===== config.mk =====
export PLATFORM = sky130hd
export DESIGN_NAME = mms_slave
export DESIGN_NICKNAME = d
export VERILOG_FILES = /design/src/rtl/mms_pkg.sv /design/src/rtl/mms_sync2.sv /design/src/rtl/mms_slave.sv
export SDC_FILE = /design/constraint.sdc
export NUM_CORES = 1
export LEC_CHECK = 0
export BUFFER_PORTS_ARGS = -buffer_cell sky130_fd_sc_hd__buf_2
export CORE_MARGIN = 1.5
export CORE_UTILIZATION = 45
export CTS_BUF_LIST = sky130_fd_sc_hd__clkbuf_2 sky130_fd_sc_hd__clkbuf_4 sky130_fd_sc_hd__clkbuf_8
export DETAILED_ROUTE_END_ITERATION = 8
export PLACE_DENSITY = 0.65
export SLEW_MARGIN = 20
export SYNTH_ARGS = -nofsm -noshare
export SYNTH_HDL_FRONTEND = slang
export SYNTH_SLANG_ARGS = --single-unit

===== constraint.sdc =====
create_clock -name core_clk -period 5.04 [get_ports core_clk]
set_input_delay 0.504 -clock core_clk [delete_from_list [all_inputs] [get_ports core_clk]]
set_output_delay 0.504 -clock core_clk [all_outputs]
set_load 0.02 [all_outputs]

===== src/rtl/mms_pkg.sv =====
package mms_pkg;

  // Frame field widths
  localparam int unsigned ADDR_W = 5;
  localparam int unsigned DATA_W = 16;
  localparam int unsigned OP_W = 2;

  // Frame layout constants
  localparam logic [5:0] PRE_ONES = 6'h20;
  localparam logic [5:0] OP_BITS = 6'h02;
  localparam logic [5:0] ADDR_BITS = 6'h05;
  localparam logic [5:0] DATA_BITS = 6'h10;
  localparam logic [OP_W-1:0] OP_WRITE = 2'h1;
  localparam logic [OP_W-1:0] OP_READ = 2'h2;
  localparam logic [ADDR_W-1:0] BCAST_ADDR = 5'h00;
  localparam logic [ADDR_W-1:0] VENDOR_BASE = 5'h10;

  // Local control word, register 0, reset value
  localparam logic [ADDR_W-1:0] CTRL_ADDR = 5'h00;
  localparam logic [DATA_W-1:0] CTRL_RESET = 16'h0000;

  // Link timing: fastest management clock, and the fewest core cycles per half period
  localparam int unsigned CORE_CLK_KHZ = 100000;
  localparam int unsigned MDC_MAX_KHZ = 2500;
  localparam int unsigned MDC_HALF_CYCLES = CORE_CLK_KHZ / (2 * MDC_MAX_KHZ);

  // Frame receiver states
  typedef enum logic [2:0] {
    MMS_PRE = 3'b000,
    MMS_ST = 3'b001,
    MMS_OP = 3'b010,
    MMS_PHY = 3'b011,
    MMS_REG = 3'b100,
    MMS_TA = 3'b101,
    MMS_WDATA = 3'b110,
    MMS_RDATA = 3'b111
  } mms_state_t;

  // Register write handed to the core
  typedef struct packed {
    logic valid;
    logic bcast;
    logic [ADDR_W-1:0] addr;
    logic [DATA_W-1:0] data;
  } mms_wr_t;

endpackage : mms_pkg


===== src/rtl/mms_sync2.sv =====
`timescale 1ns/1ns

// Two-stage synchroniser; only stage two leaves the module
module mms_sync2 #(
  parameter int unsigned WIDTH = 1
) (
  input wire logic core_clk,
  input wire logic arst_n,
  input wire logic clk_en,
  input wire logic [WIDTH-1:0] async_in,
  output logic [WIDTH-1:0] sync_out
);

  logic [WIDTH-1:0] stage1;

  // Stage one is read by stage two alone
  always_ff @(posedge core_clk or negedge arst_n) begin
    if (!arst_n) begin
      stage1 <= '0;
      sync_out <= '0;
    end else if (clk_en) begin
      stage1 <= async_in;
      sync_out <= stage1;
    end
  end

endmodule : mms_sync2


===== src/rtl/mms_slave.sv =====
`timescale 1ns/1ns

// Contract
// - A frame that addresses this device is always answered; the code ignores opcodes 00 and 11, and every frame when MGMT_EN is 0.
// - Two wires: master clock and one shared data line.
// - Frame has type, address and data fields, timed by management clock.
// - Opcode 01 stores sixteen data bits into the addressed register.
// - Opcode 10 takes the line at turnaround and drives sixteen register bits.
// - Five-bit physical address selects one of 32 slaves.
// - Physical address 0 is accepted besides the own address.
// - Write to physical address 0 is a broadcast command.
// - Five-bit register address selects one of 32 registers.
// - Registers 0-15 standard, 16-31 vendor specific.
// - Management port optional; otherwise a configuration vector is used.
// - Undefined registers read zero and ignore writes.
// - Data line appears as separate input, output and enable.
module mms_slave #(
  parameter bit MGMT_EN = 1'b1,
  parameter logic [31:0] DEFINED_MASK = 32'h0001_81FF
) (
  input wire logic core_clk,
  input wire logic arst_n,
  input wire logic clk_en,
  input wire logic mdc,
  input wire logic mdio_in,
  output logic mdio_out,
  output logic mdio_oe,
  input wire logic [mms_pkg::ADDR_W-1:0] phy_addr,
  input wire logic [mms_pkg::DATA_W-1:0] cfg_vector,
  output logic [mms_pkg::ADDR_W-1:0] rd_addr,
  input wire logic [mms_pkg::DATA_W-1:0] rd_data,
  output mms_pkg::mms_wr_t wr,
  output logic [mms_pkg::DATA_W-1:0] ctrl_word,
  output logic frame_busy
);

  ////////////////////////////////////////////////////////////////////////////
  // Pin sampling

  logic [1:0] pins_sync;
  logic mdc_prev;
  wire mdc_s = pins_sync[1];
  wire mdio_s = pins_sync[0];
  wire mdc_rise = mdc_s & ~mdc_prev;
  wire bit_in = (MGMT_EN != 1'b0) && mdc_rise;

  // Clock and data cross into the core domain together
  mms_sync2 #(
    .WIDTH(2)
  ) u_sync (
    .core_clk(core_clk),
    .arst_n(arst_n),
    .clk_en(clk_en),
    .async_in({mdc, mdio_in}),
    .sync_out(pins_sync)
  );

  // Previous synced clock for edge detection
  always_ff @(posedge core_clk or negedge arst_n) begin
    if (!arst_n) begin
      mdc_prev <= 1'b0;
    end else if (clk_en) begin
      mdc_prev <= mdc_s;
    end
  end

  ////////////////////////////////////////////////////////////////////////////
  // Frame decode

  mms_pkg::mms_state_t state;
  logic [5:0] cnt;
  logic [5:0] ones;
  logic [mms_pkg::DATA_W-1:0] shreg;
  logic [mms_pkg::OP_W-1:0] opcode;
  logic [mms_pkg::ADDR_W-1:0] phy;
  logic [mms_pkg::DATA_W-1:0] rd_shift;

  wire [mms_pkg::DATA_W-1:0] sh_next = {shreg[mms_pkg::DATA_W-2:0], mdio_s};
  wire [5:0] cnt_inc = cnt + 6'h01;
  wire [mms_pkg::ADDR_W-1:0] phy_now = sh_next[mms_pkg::ADDR_W-1:0];
  wire [mms_pkg::ADDR_W-1:0] reg_now = sh_next[mms_pkg::ADDR_W-1:0];
  // Own address or broadcast; phy_addr is assumed 1..31 by configuration
  wire phy_hit = (phy == phy_addr) || (phy == mms_pkg::BCAST_ADDR);
  wire is_write = (opcode == mms_pkg::OP_WRITE);
  wire is_read = (opcode == mms_pkg::OP_READ);
  wire reg_defined = DEFINED_MASK[rd_addr];
  wire [mms_pkg::DATA_W-1:0] rd_word = reg_defined ? rd_data : '0;
  wire wr_done = (state == mms_pkg::MMS_WDATA) && bit_in && (cnt_inc == mms_pkg::DATA_BITS);
  wire wr_allowed = wr_done && reg_defined;

  assign frame_busy = (state != mms_pkg::MMS_PRE);

  // Receiver sequencing, one step per rising management clock edge; idles
  // until the master begins a preamble, never starts anything itself
  always_ff @(posedge core_clk or negedge arst_n) begin
    if (!arst_n) begin
      state <= mms_pkg::MMS_PRE;
      cnt <= 6'h00;
      ones <= 6'h00;
      shreg <= '0;
      opcode <= '0;
      phy <= '0;
      rd_addr <= '0;
    end else if (clk_en && bit_in) begin
      shreg <= sh_next;
      cnt <= cnt_inc;
      unique case (state)
        mms_pkg::MMS_PRE: begin
          if (mdio_s) begin
            ones <= (ones == mms_pkg::PRE_ONES) ? ones : ones + 6'h01;
          end else begin
            ones <= 6'h00;
            if (ones == mms_pkg::PRE_ONES) state <= mms_pkg::MMS_ST;
          end
        end
        mms_pkg::MMS_ST: begin
          cnt <= 6'h00;
          state <= mdio_s ? mms_pkg::MMS_OP : mms_pkg::MMS_PRE;
        end
        mms_pkg::MMS_OP: begin
          if (cnt_inc == mms_pkg::OP_BITS) begin
            opcode <= sh_next[mms_pkg::OP_W-1:0];
            cnt <= 6'h00;
            state <= mms_pkg::MMS_PHY;
          end
        end
        mms_pkg::MMS_PHY: begin
          if (cnt_inc == mms_pkg::ADDR_BITS) begin
            phy <= phy_now;
            cnt <= 6'h00;
            state <= mms_pkg::MMS_REG;
          end
        end
        mms_pkg::MMS_REG: begin
          if (cnt_inc == mms_pkg::ADDR_BITS) begin
            rd_addr <= reg_now;
            cnt <= 6'h00;
            // Frames for others or with bad opcodes go back to hunting
            state <= (phy_hit && (is_write || is_read)) ? mms_pkg::MMS_TA : mms_pkg::MMS_PRE;
          end
        end
        mms_pkg::MMS_TA: begin
          if (cnt_inc == mms_pkg::OP_BITS) begin
            cnt <= 6'h00;
            state <= is_read ? mms_pkg::MMS_RDATA : mms_pkg::MMS_WDATA;
          end
        end
        mms_pkg::MMS_WDATA: begin
          if (cnt_inc == mms_pkg::DATA_BITS) state <= mms_pkg::MMS_PRE;
        end
        mms_pkg::MMS_RDATA: begin
          if (cnt_inc == mms_pkg::DATA_BITS) state <= mms_pkg::MMS_PRE;
        end
      endcase
    end
  end

  ////////////////////////////////////////////////////////////////////////////
  // Read driver

  wire ta_first = (state == mms_pkg::MMS_TA) && is_read && (cnt == 6'h00);
  wire rd_step = (state == mms_pkg::MMS_RDATA) && (cnt_inc != mms_pkg::DATA_BITS);

  // Line changes only on the rising edge, so the master samples a settled bit
  always_ff @(posedge core_clk or negedge arst_n) begin
    if (!arst_n) begin
      mdio_oe <= 1'b0;
      mdio_out <= 1'b0;
      rd_shift <= '0;
    end else if (clk_en && bit_in) begin
      if (ta_first) begin
        mdio_oe <= 1'b1;
        mdio_out <= 1'b0;
        rd_shift <= rd_word;
      end else if ((state == mms_pkg::MMS_TA) && is_read) begin
        mdio_out <= rd_shift[mms_pkg::DATA_W-1];
        rd_shift <= {rd_shift[mms_pkg::DATA_W-2:0], 1'b0};
      end else if (rd_step) begin
        mdio_out <= rd_shift[mms_pkg::DATA_W-1];
        rd_shift <= {rd_shift[mms_pkg::DATA_W-2:0], 1'b0};
      end else begin
        mdio_oe <= 1'b0;
        mdio_out <= 1'b0;
      end
    end
  end

  ////////////////////////////////////////////////////////////////////////////
  // Write port and local control word

  logic [mms_pkg::DATA_W-1:0] ctrl_reg;
  assign ctrl_word = (MGMT_EN != 1'b0) ? ctrl_reg : cfg_vector;

  // One-cycle write pulse; broadcast flagged so the core can obey it
  always_ff @(posedge core_clk or negedge arst_n) begin
    if (!arst_n) begin
      wr <= '0;
      ctrl_reg <= mms_pkg::CTRL_RESET;
    end else if (clk_en) begin
      wr.valid <= wr_allowed;
      if (wr_allowed) begin
        wr.addr <= rd_addr;
        wr.data <= sh_next;
        wr.bcast <= (phy == mms_pkg::BCAST_ADDR);
        if (rd_addr == mms_pkg::CTRL_ADDR) ctrl_reg <= sh_next;
      end
    end
  end

endmodule : mms_slave


After elaboration in Yosys (flattened, before gate mapping). Memory sizes are Yosys's and may differ from the RTL's. Index checks and enable logic that the tools add are counted.

Mux-type cells: 27. Equal/unequal tests: 25. Order comparisons: 1. $add $sub $neg: 2. Bitwise logic cells: 2. Reductions and logical operators: 28.

Operators with widths (count): two-way mux 16 bit (4); two-way mux 3 bit (8); two-way mux 6 bit (4); one-hot mux 3 bit (7 select lines) (1); inequality test 2 bit (second input constant) (9); one-hot mux 6 bit (3 select lines) (1); AND reduction 3 bit (6); adder 6 x 1 -> 6 bit (second input constant) (2); == test 3 bit (second input constant) (4); zero test 5 bit (2); logical AND 1 bit (8); two-way mux 1 bit (8); AND reduction 8 bit (1); == test 3 x 2 -> 1 bit (second input constant) (2); == test 6 x 2 -> 1 bit (second input constant) (1); == test 6 x 3 -> 1 bit (second input constant) (1); == test 6 x 5 -> 1 bit (second input constant) (1); == test 6 bit (second input constant) (1); zero test 6 bit (1); less-than comparator 5 x 6 -> 1 bit (second input constant) (1); inequality test 6 x 5 -> 1 bit (second input constant) (1); nonzero test 3 bit (2); OR reduction 2 bit (3); == test 5 bit (1); 10 further kinds (12).

Output and inout port bits: 47. Bits in read-only memories: 32. Logic and storage cells: 104. Register bits after elaboration: 104. Input port bits: 42. Memories kept: 1.

Memories: (name not given) (depth 32, width 1, rd ports 1, clocked after memory_dff 0, wr ports 0, RTL line mms_slave.sv:86) `wire reg_defined = DEFINED_MASK[rd_addr];`.

Depth between registers and ports, before layout. Gate-level depths: netlist of run 1.

Depth in word-level cells: 6. Gate-level depth with buffers: 9. Mapped depth without buffers: 8.

Hierarchy. A second synthesis of run 1 with hierarchy kept.

Cells, all modules: 435. Area total of the unflattened synthesis: 4986.0 µm².

Modules (own cells, without submodules): mms_slave (cells an instance 427, seq. area each 2502.4 µm², instances 1, area each 4840.9 µm²); mms_sync2 (cells an instance 8, seq. area each 100.1 µm², instances 1, area each 145.1 µm²).

Worst setup path after synthesis of run 1. No wires, ideal clock.

Path kind: flip-flop to flip-flop. Start point: register rd_addr[1] (netlist bit). End point: register ctrl_reg, in the netlist ctrl_word[10]. Arrival time: 2415 ps. Slack: 2499 ps. Buffers on the path: 2. Library setup time: 125 ps. Data required time: 4915 ps. Period minus slack after synthesis: 2541 ps. Stages on the path, launching flop included: 9. Cells stage by stage: dfrtp_1 -> or3_1 -> a21oi_1 -> nor2_1 -> or3_1 -> buf_6 -> nor4_4 -> buf_8 -> mux2_4.

Longest elaborated chain between the ends: 4. Elaborated cells on any way between the ends: 5. Those cells by class: mux: 1; reduce/logical: 3; memory: 1.

Ends and longest elaborated chain: from (decl) (RTL line mms_slave.sv:30) `output logic [mms_pkg::ADDR_W-1:0] rd_addr,`; from (signal assigned) (RTL line mms_slave.sv:136) `rd_addr <= reg_now;`; memory (32 x 1 bit); two-way mux 1 bit (not written as such) (RTL line mms_slave.sv:86); logical AND 1 bit (RTL line mms_slave.sv:89) `wire wr_allowed = wr_done && reg_defined;`; AND reduction 3 bit (no source line) (*); to (signal assigned) (RTL line mms_slave.sv:198) `ctrl_reg <= mms_pkg::CTRL_RESET;`; to (signal assigned) (RTL line mms_slave.sv:205) `if (rd_addr == mms_pkg::CTRL_ADDR) ctrl_reg <= sh_next;`; to (decl) (RTL line mms_slave.sv:191) `logic [mms_pkg::DATA_W-1:0] ctrl_reg;`.

Every way passes the cells marked *; elsewhere a longest branch is shown, timed or not. The select of a mux whose other input is x is not followed. A chain may end at the register's enable or synchronous reset.

Worst setup path after layout of run 1.
Start point: register state[0]. End point: register rd_shift[6] (netlist bit).

Longest elaborated chain between the ends: 5. Elaborated cells on any way between the ends: 9. Those cells by class: eq/ne: 2; mux: 2; reduce/logical: 5.

Ends and longest elaborated chain: from (decl) (RTL line mms_slave.sv:70) `mms_pkg::mms_state_t state;`; from (signal assigned) (RTL line mms_slave.sv:97) `state <= mms_pkg::MMS_PRE;`; from (signal assigned) (RTL line mms_slave.sv:113) `if (ones == mms_pkg::PRE_ONES) state <= mms_pkg::MMS_ST;`; from (signal assigned) (RTL line mms_slave.sv:118) `state <= mdio_s ? mms_pkg::MMS_OP : mms_pkg::MMS_PRE;`; == test 3 bit (RTL line mms_slave.sv:161, mms_slave.sv:175); logical AND 1 bit (RTL line mms_slave.sv:161, mms_slave.sv:175); logical AND 1 bit (RTL line mms_slave.sv:161) `wire ta_first = (state == mms_pkg::MMS_TA) && is_read && (cnt == 6'h00);`; nonzero test 3 bit (no source line); AND reduction 2 bit (no source line); to (signal assigned) (RTL line mms_slave.sv:174) `rd_shift <= rd_word;`; to (signal assigned) (RTL line mms_slave.sv:177) `rd_shift <= {rd_shift[mms_pkg::DATA_W-2:0], 1'b0};`; to (signal assigned) (RTL line mms_slave.sv:180) `rd_shift <= {rd_shift[mms_pkg::DATA_W-2:0], 1'b0};`; to (decl) (RTL line mms_slave.sv:76) `logic [mms_pkg::DATA_W-1:0] rd_shift;`.

Parallel ways exist; a longest one is shown, timed or not.

==> out/metrics.cfg, run 1 <==
[outcome]
status = finished, final reports clean

[clock_network]
cts_root_buffer = clkbuf_8
h-tree-depth = 3
cts_buffers = 9
postCtsSetupBuffers = 0
ctsHoldBuffers = 0
cts_tree = built
cts_resized = 0
cts_sinks = 104
ctsLongestPathBuffers = 2
path_clk_slew_ns = 0.10
worst_skew_pair.late_latency_ns = 0.37

[power_and_ir_drop]
ir_drop_uv = 149
swShare_pct = 28.4
powerDensity_mw_per_mm2 = 334
seq_power_share_pct = 56.5
p_clk_share_pct = 32.1
p_leak_nw = 2.76
p_int_mw = 1.28
power.switching_mw = 0.509
p_comb_share_pct = 11.4

[global_route]
grtUsageMet1_pct = 23.0
antenna_found_initial = 0
busiest_layer = met2
grt_pass1_vias = 3215
grt.total_usage_pct = 17.7
grt_first_pass_wirelength_um = 15500
grt.overflow.total = 0
grt_max_degree = 54
grt_util_met3_pct = 4.93
met2_usage_pct = 28.5

[critical_path]
worstPathArrival_ns = 3.34
end_kind = register
cp.required_ns = 5.33
cp-start-kind = register
path_max_fanout = 18
critical_path_class = register to register

[sta]
final_hold_viol_count = 0
timing.hold.ws_ns = 0.147
min_period_ns = 3.05
relSlewSlack_pct = 27.3
slew_violations = 0
layout_setup_ws_ns = 1.99
rsz0062_at_grt = false
max_freq_mhz = 328
fin_setup_tns_ns = 0
skew_ns = 0.0148
worst_pin_slew_ns = 1.09
setup_violations = 0
fin_crit_sh_pct = 60.4

[route]
vias_per_cell = 5.28
drt_pass1_iterations = 4
post_drt_wl_per_cell_um = 14.7
wl_um = 9260
drt_iter0_drc = 223
antenna_left = 0
vias = 3323
drc_errors = 0

[synth]
syn_avg_cell_area_um2 = 11.1
netlist_top_cells_count = dfrtp_1 (104), nand2_1 (73), mux2_2 (42), nor2_1 (27), o21ai_0 (23)
ys_ff_latch = 104
synth_area_leader_cell = dfrtp_1
ys_top_cells_by_area = dfrtp_1 (56%), mux2_2 (10%), nand2_1 (5.8%), mux2_4 (3.2%), a22oi_1 (2.7%)
synth_cells = 424
synth_edf_count = 0
ys_warn_count = 0
yosysSeqAreaShare_pct = 55.5
synth_area_mm2 = 0.00469
ys_async_sr_fraction_pct = 100
synth_top_area_share_pct = 55.5
synth_cell_types = 46
yosysMostFrequentCell = dfrtp_1
synth_nets = 473
synthFlopType = dfrtp_1

[die]
dieArea_mm2 = 0.0110
die_h_um = 105
fp.coreArea_mm2 = 0.0102
ios = 89
die_x_um = 105
start_util_pct = 45.8
num_rows = 37

[placement]
place.gp.congestion = 0.874
hpwlAfterDp_um = 6220
portBuffers = 72
preCtsSetupSlack_ns = 1.98

[layout]
final_core_util_pct = 52.3
n_antenna_cell = 0
n_fill_cell = 912
drive_gt1_share_pct = 30.4
final_nets = 537
syn_to_final_growth_pct = 14.1

[hold_path]
hold_class = input port to asynchronous set/reset pin

[job]
cap_viol_max_count = 0

[sequential cells by signal (all words and copies together), names as in the netlist]
signal / cells
mdio_out: 1
state: 3
wr: 23
ctrl_word: 16
u_sync.sync_out: 2
cnt: 6
rd_addr: 5
mdc_prev: 1
mdio_oe: 1
shreg: 15
rd_shift: 16
u_sync.stage1: 2
opcode: 2
ones: 6
phy: 5
[metal layers]
metal	vias up	routed length, µm	share of wire (%)
met5	-	0	0
met4	0	97	1.0
met3	8	351	3.8
met2	66	4440	48
met1	1650	4380	47
li1	1599	-	-
[worst paths after layout]
path,from,end,slack (ns),cells past startpoint
max reg2reg,state[0]$_DFFE_PN0P_,rd_shift[6]$_DFFE_PN0P_,1.99,6
min reg2reg,wr[0]$_DFFE_PN0P_,wr[0]$_DFFE_PN0P_,0.49,2
min in group core_clk,rd_data[0],rd_shift[0]$_DFFE_PN0P_,0.35,3
min,arst_n,wr[11]$_DFFE_PN0P_,0.15,1
max,state[0]$_DFFE_PN0P_,rd_shift[6]$_DFFE_PN0P_,1.99,6
max in group asynchronous,arst_n,opcode[0]$_DFFE_PN0P_,3.77,2
[placed cells by master (no fill, tap or decap), types with 4 or more instances in the layout]
| cell type | netlist | final |
|---|---|---|
| inv_1 | 10 | 10 |
| dfrtp_1 | 104 | 104 |
| a21oi_1 | 22 | 22 |
| ha_1 | 7 | 7 |
| nor2_1 | 27 | 26 |
| xnor2_1 | 4 | 4 |
| nor3_1 | 5 | 5 |
| nand3_1 | 12 | 12 |
| buf_4 | 0 | 5 |
| xor2_1 | 6 | 6 |
| clkbuf_8 | 0 | 9 |
| nand2_1 | 73 | 73 |
| or3_1 | 4 | 4 |
| mux2_2 | 42 | 42 |
| a22oi_1 | 17 | 17 |
| mux2_4 | 10 | 10 |
| buf_2 | 3 | 71 |
| o21ai_0 | 23 | 23 |
[layout make-up]
cell class / count / area, µm² / area share, %
clock inverters: 5 / 78.8 / 1.47
well taps: 136 / 170 / 3.18
clock buffers: 11 / 139 / 2.60
inverters: 10 / 37.5 / 0.702
multi-input cells: 287 / 1930 / 36.0
repair buffers: 76 / 393 / 7.35
flip-flops and latches: 104 / 2600 / 48.7
[kinds of logic (layout without fill, tap and decap cells)]
logic type	Yosys count	after routing	synth area share [%]
buffers and inverters	33	102	3.44
adder cells (fa/ha/maj)	7	7	1.87
XOR/XNOR	10	10	1.87
multiplexers	54	54	13.7
flip-flops	104	104	55.5
AO/OA/AOI/OAI	77	77	10.2
AND/OR/NAND/NOR	139	139	13.4
[critical path, stage by stage (launching register included)]
cell and delay, ns:
dfrtp_1 0.50, nor2b_1 0.27, and3_1 0.28, nand3_1 0.52
nor2_1 1.04, a22oi_1 0.17, a21oi_1 0.20
[per-stage QoR]
step | total power [mW] | cells | cell area [µm²]
2_1_floorplan | 1.15 | 424 | 4690
3_3_place_gp | 1.21 | 613 | 5130
3_5_place_dp | 1.23 | 613 | 5130
4_1_cts | 1.80 | 629 | 5350
5_1_grt | 1.89 | 629 | 5350
6_report | 1.79 | 629 | 5350
[power by group through the flow]
stage,Clock (mW),Combinational [mW],Sequential [mW]
after floorplan,0,0.170,0.979
after global placement,0,0.193,1.02
after detailed placement,0,0.204,1.02
after CTS,0.587,0.206,1.01
after global routing,0.622,0.240,1.02
final,0.574,0.204,1.01
No activity file was read; power rests on OpenSTA's default activity.
==> run 2, diff against run 1 <==
PLACE_DENSITY = 0.68   (was 0.65)
clock period = 2.61 ns   (was 5.04 ns; I/O delays follow)
==> run 2 against run 1 <==
Compared with the run above:
- register-to-register slack got worse by 1.8 ns
- via count increased by 1.4%
- largest cell class unchanged
- global-route usage increased by 0.10 points
- sequential power increased by 92%
- clock power increased by 76%
- clock skew increased by 0.0026 ns
- die area unchanged
- critical endpoint is now ctrl_word[3]$_DFFE_PN0P_
==> out/metrics.cfg, run 2 (synthesis results as in run 1) <==
[outcome]
status = finished, final reports clean

[sta]
min_period_ns = 2.46  ; -0.581 ns
relSlewSlack_pct = 57.0  ; +30 points
layout_setup_ws_ns = 0.146  ; -1.85 ns
max_freq_mhz = 406  ; +24%
rsz0062_at_grt = false
skew_ns = 0.0173  ; +0.00258 ns
setup_violations = 0  ; unchanged
slew_violations = 0  ; unchanged
final_hold_viol_count = 0  ; unchanged
worst_pin_slew_ns = 0.645  ; -0.441 ns
fin_setup_tns_ns = 0  ; unchanged
timing.hold.ws_ns = 0.121  ; -0.0266 ns
fin_crit_sh_pct = 94.4  ; +34 points

[clock_network]
postCtsSetupBuffers = 0  ; unchanged
cts_root_buffer = clkbuf_8
h-tree-depth = 3  ; unchanged
cts_tree = built
path_clk_slew_ns = 0.11  ; about the same
worst_skew_pair.late_latency_ns = 0.38  ; about the same
ctsLongestPathBuffers = 2  ; unchanged
cts_buffers = 9  ; unchanged
cts_sinks = 104  ; unchanged

[global_route]
grt.overflow.total = 0  ; unchanged
grt_max_degree = 55  ; +1.9%
antenna_found_initial = 0  ; unchanged
grt.total_usage_pct = 17.8  ; +0.10 points
grt_first_pass_wirelength_um = 15800  ; +1.8%
grt_pass1_vias = 3295  ; +2.5%

[placement]
placed_cell_area_mm2 = 0.00523  ; +2.0%
hpwlAfterDp_um = 6250  ; +0.54%
dp.cells = 623  ; +1.6%
preCtsSetupSlack_ns = 0.119  ; -1.87 ns
place.gp.congestion = 0.929  ; +6.3%
portBuffers = 72  ; unchanged

[die]
die_x_um = 105  ; unchanged
num_rows = 37  ; unchanged
die_h_um = 105  ; unchanged
dieArea_mm2 = 0.0110  ; unchanged
fp.coreArea_mm2 = 0.0102  ; unchanged
start_util_pct = 45.8  ; unchanged
ios = 89  ; unchanged

[layout]
largest_reg_flops = 23  ; unchanged
multi_input_area_mm2 = 0.00194  ; +0.84%
syn_to_final_growth_pct = 16.4
most-common-layout-cells = dfrtp_1 (103), nand2_1 (73), buf_2 (71)
final_area_mm2 = 0.00546  ; +2.1%
n_fill_cell = 926  ; +1.5%
regMostFlops = wr
final_nets = 548  ; +2.0%
final_common_cell = dfrtp_1
ff_latch_area_mm2 = 0.00260  ; about the same
stdcell_count = 640  ; +1.7%
n_antenna_cell = 0  ; unchanged
drive_gt1_share_pct = 32.5  ; +2.1 points

[hold_path]
hold_class = input port to register

[route]
drt_pass1_iterations = 4  ; unchanged
wl_um = 9200  ; -0.66%
vias_per_cell = 5.27  ; -0.33%
vias = 3370  ; +1.4%
drt_iter0_drc = 200  ; -10%
drc_errors = 0  ; unchanged
post_drt_wl_per_cell_um = 14.4  ; -2.4%
antenna_left = 0  ; unchanged

[job]
cap_viol_max_count = 0  ; unchanged

[critical_path]
critical_path_class = register to register
cp-start-kind = register
cp.required_ns = 2.88  ; -2.45 ns
slowest_delay_ns = 0.44  ; -0.60 ns
slowest_stage = dfrtp_1
worstPathArrival_ns = 2.73  ; -0.61 ns
critPathBufInv = 1  ; +1
path_cells = ha_2 > nand2_1 > o2bb2ai_1 > nand3_2 > or3_1 > nor4_4 > buf_12 > mux2_2
path_max_fanout = 15  ; -3
end_kind = register
critPathTopFamily = simple AND/OR/NAND/NOR gates

[power_and_ir_drop]
powerDensity_mw_per_mm2 = 619  ; +85%
ir_drop_uv = 291  ; +95%
p_leak_nw = 2.81  ; +1.9%

run 2: per-stage QoR:
step	util [%]	total power, mW
after floorplan	-	2.22
after global placement	51.1	2.36
after detailed placement	51.1	2.39
after CTS	53.2	3.40
after global routing	53.3	3.57
final	53.3	3.38
run 2: final cells by class:
cell class / instances / area share, %
Clock inverter: 7 / 1.40
Timing Repair Buffer: 87 / 9.22
Clock buffer: 9 / 2.27
Tap cell: 136 / 3.12
Inverter: 10 / 0.688
Sequential cell: 104 / 47.7
Multi-Input combinational cell: 287 / 35.6
run 2: what timing repair did:
action | in CTS | in global routing
hold buffers | 1 | 0
resized for setup | 0 | 4
setup endpoints to repair | 0 | 8
hold endpoints to repair | 50 | 0
run 2: metal layers:
metal	vias to the layer above	global-route usage, %	wire [µm]
met5	-	0	0
met4	0	8.41	210
met3	22	2.62	375
met2	80	29.2	4540
met1	1645	23.0	4070
li1	1623	-	-
run 2: path summary, 6_finish.rpt:
kind | start | end | slack, ns | cells after the start
setup reg to reg | cnt[1]$_DFFE_PN0P_ | ctrl_word[3]$_DFFE_PN0P_ | 0.15 | 8
setup / recovery | cnt[1]$_DFFE_PN0P_ | ctrl_word[3]$_DFFE_PN0P_ | 0.15 | 8
hold reg to reg | u_sync.stage1[0]$_DFFE_PN0P_ | u_sync.sync_out[0]$_DFFE_PN0P_ | 0.49 | 2
hold / removal | mdc | u_sync.stage1[1]$_DFFE_PN0P_ | 0.12 | 2
min in group asynchronous | arst_n | ctrl_word[10]$_DFFE_PN0P_ | 0.43 | 2
max in group asynchronous | arst_n | ones[0]$_DFFE_PN0P_ | 1.46 | 3
run 2: power by group:
| group | internal (mW) | total, mW | switching, mW | leakage [nW] |
|---|---|---|---|---|
| Sequential | 1.75 | 1.94 | 0.192 | 1.41 |
| Combinational | 0.180 | 0.429 | 0.249 | 1.30 |
| Clock | 0.387 | 1.01 | 0.626 | 0.103 |
run 2: worst register-to-register path: stages, from the launching register on:
cell and delay (ns):
dfrtp_1 0.44, ha_2 0.27, nand2_1 0.07, o2bb2ai_1 0.21, nand3_2 0.12, or3_1 0.44
nor4_4 0.24, buf_12 0.22, mux2_2 0.35
==> run 3, diff against run 2 <==
CTS_BUF_LIST = sky130_fd_sc_hd__clkbuf_4   (was sky130_fd_sc_hd__clkbuf_2 sky130_fd_sc_hd__clkbuf_4 sky130_fd_sc_hd__clkbuf_8)
==> run 3 against run 2 <==
Compared with the run above:
- global-route usage rose by 0.11 points
- cell count did not move
- worst hold slack got worse by 0.10 ns
- routed wire length fell by 0.53%
- combinational power barely moved
- first-iteration DRC count rose by 22%
- die area did not move
- critical path type unchanged
- via count fell by 0.42%
- count of clock-buffer cells in the layout did not move
- critical endpoint unchanged
- worst setup slack improved by 0.0011 ns
- sequential power barely moved
==> out/metrics.cfg, run 3 (synthesis results as in run 1) <==
[layout]
multi_input_area_mm2 = 0.00194  ; unchanged
final_common_cell = dfrtp_1
final_nets = 548  ; unchanged
n_fill_cell = 931  ; +0.54%
ff_latch_area_mm2 = 0.00261  ; about the same
largest_reg_flops = 23  ; unchanged
drive_gt1_share_pct = 32.7  ; +0.20 points
syn_to_final_growth_pct = 15.2
most-common-layout-cells = dfrtp_1 (102), nand2_1 (73), buf_2 (71)
n_antenna_cell = 0  ; unchanged
regMostFlops = wr

[die]
ios = 89  ; unchanged
die_h_um = 105  ; unchanged
start_util_pct = 45.8  ; unchanged
die_x_um = 105  ; unchanged
fp.coreArea_mm2 = 0.0102  ; unchanged
dieArea_mm2 = 0.0110  ; unchanged
num_rows = 37  ; unchanged

[global_route]
grtUsageMet1_pct = 23.0  ; -0.072 points
grt_first_pass_wirelength_um = 15800  ; about the same
grt_util_met3_pct = 2.87  ; +0.25 points
antenna_found_initial = 0  ; unchanged
grt_max_degree = 55  ; unchanged
grt.total_usage_pct = 17.9  ; +0.11 points
grt.overflow.total = 0  ; unchanged
met2_usage_pct = 29.5  ; +0.23 points
busiest_layer = met2
grt_pass1_vias = 3279  ; -0.49%

[outcome]
status = finished, final reports clean

[power_and_ir_drop]
ir_drop_uv = 306  ; +5.1%
fin_total_pwr_mw = 3.21  ; -4.9%
p_leak_nw = 2.79  ; -0.87%
powerDensity_mw_per_mm2 = 595  ; -3.9%

[route]
drt_pass1_iterations = 4  ; unchanged
drt_iter0_drc = 244  ; +22%
drc_errors = 0  ; unchanged
antenna_left = 0  ; unchanged
vias_per_cell = 5.24  ; -0.42%
post_drt_wl_per_cell_um = 14.3  ; -0.53%
vias = 3356  ; -0.42%
wl_um = 9150  ; -0.53%

[sta]
setup_violations = 0  ; unchanged
final_hold_viol_count = 0  ; unchanged
rsz0062_at_grt = false
skew_ns = 0.0216  ; +0.00428 ns
slew_violations = 0  ; unchanged
min_period_ns = 2.46  ; -0.00108 ns
max_freq_mhz = 406  ; about the same
worst_pin_slew_ns = 0.647  ; +0.00144 ns
relSlewSlack_pct = 56.9  ; -0.096 points
fin_setup_tns_ns = 0  ; unchanged
fin_crit_sh_pct = 94.4  ; about the same

[placement]
place.gp.congestion = 0.929  ; unchanged
portBuffers = 72  ; unchanged
hpwlAfterDp_um = 6250  ; unchanged

[clock_network]
ctsLongestPathBuffers = 2  ; unchanged
cts_buffers = 9  ; unchanged
h-tree-depth = 3  ; unchanged
cts_root_buffer = clkbuf_4
worst_skew_pair.late_latency_ns = 0.47  ; +0.09 ns
cts_tree = built
cts_sinks = 104  ; unchanged
path_clk_slew_ns = 0.17  ; +0.06 ns

[hold_path]
hold_class = input port to register
min-delay-start = mdc

[critical_path]
r2r-start = cnt[1]$_DFFE_PN0P_
end_kind = register
critical_path_class = register to register
cp-start-kind = register
path_max_fanout = 15  ; unchanged
worstPathArrival_ns = 2.83  ; +0.10 ns
crit_path_start = cnt[1]$_DFFE_PN0P_
cp.required_ns = 2.98  ; +0.10 ns

[job]
cap_viol_max_count = 0  ; unchanged

==> run 3: cell counts in the layout (fill, tap and decap cells not counted) <==
Identical to the previous run, type by type.
==> run 3: power by group <==
part | switching, mW | internal (mW)
registers | 0.193 | 1.75
clock network | 0.611 | 0.236
logic | 0.246 | 0.180
total | 1.05 | 2.17
==> run 3: layer usage <==
metal | up-vias | routed length [µm]
li1 | 1623 | -
met1 | 1647 | 4110
met2 | 69 | 4540
met3 | 17 | 303
met4 | 0 | 195
met5 | - | 0
==> run 3: critical path: stages, from the launching register on <==
cell       delay (ns)
dfrtp_1          0.47
ha_2             0.27
nand2_1          0.07
o2bb2ai_1        0.21
nand3_2          0.11
or3_1            0.44
nor4_4           0.24
buf_12           0.21
mux2_2           0.34
==> run 3: path summary, 6_finish.rpt <==
kind	to	slack (ns)	cells after the start
max in group asynchronous	phy[4]$_DFFE_PN0P_	1.57	3
min in group asynchronous	ctrl_word[10]$_DFFE_PN0P_	0.32	2
worst min register to register	u_sync.sync_out[0]$_DFFE_PN0P_	0.50	2
worst min-delay path	u_sync.stage1[1]$_DFFE_PN0P_	0.02	2
worst max-delay path	ctrl_word[3]$_DFFE_PN0P_	0.15	8
worst max register to register	ctrl_word[3]$_DFFE_PN0P_	0.15	8
==> run 3: area by class of cell <==
class	count	share of cell area, %
inverters	10	0.695
repair buffers	87	9.31
clock buffers	9	1.25
multi-input cells	287	36.0
flip-flops and latches	104	48.2
clock inverters	7	1.41
well taps	136	3.15
==> run 3: through the flow <==
step / util (%) / setup WS, ns / instance area (µm²) / hold WS [ns] / instances
after floorplan: - / 0.0695 / 4690 / -0.0346 / 424
after global placement: 51.1 / 0.196 / 5230 / 0.323 / 623
after detailed placement: 51.1 / 0.119 / 5230 / 0.332 / 623
after CTS: 52.6 / 0.0899 / 5380 / 0.00913 / 640
after global routing: 52.8 / 0.0278 / 5400 / 0.00515 / 640
final: 52.8 / 0.147 / 5400 / 0.0173 / 640
==> run 3: what timing repair did <==
| action | CTS | global route |
|---|---|---|
| resized for setup | 0 | 5 |
| hold endpoints to repair | 50 | 0 |
| setup endpoints to repair | 0 | 8 |
| buffers inserted | 0 | 0 |
| hold buffers | 1 | 0 |
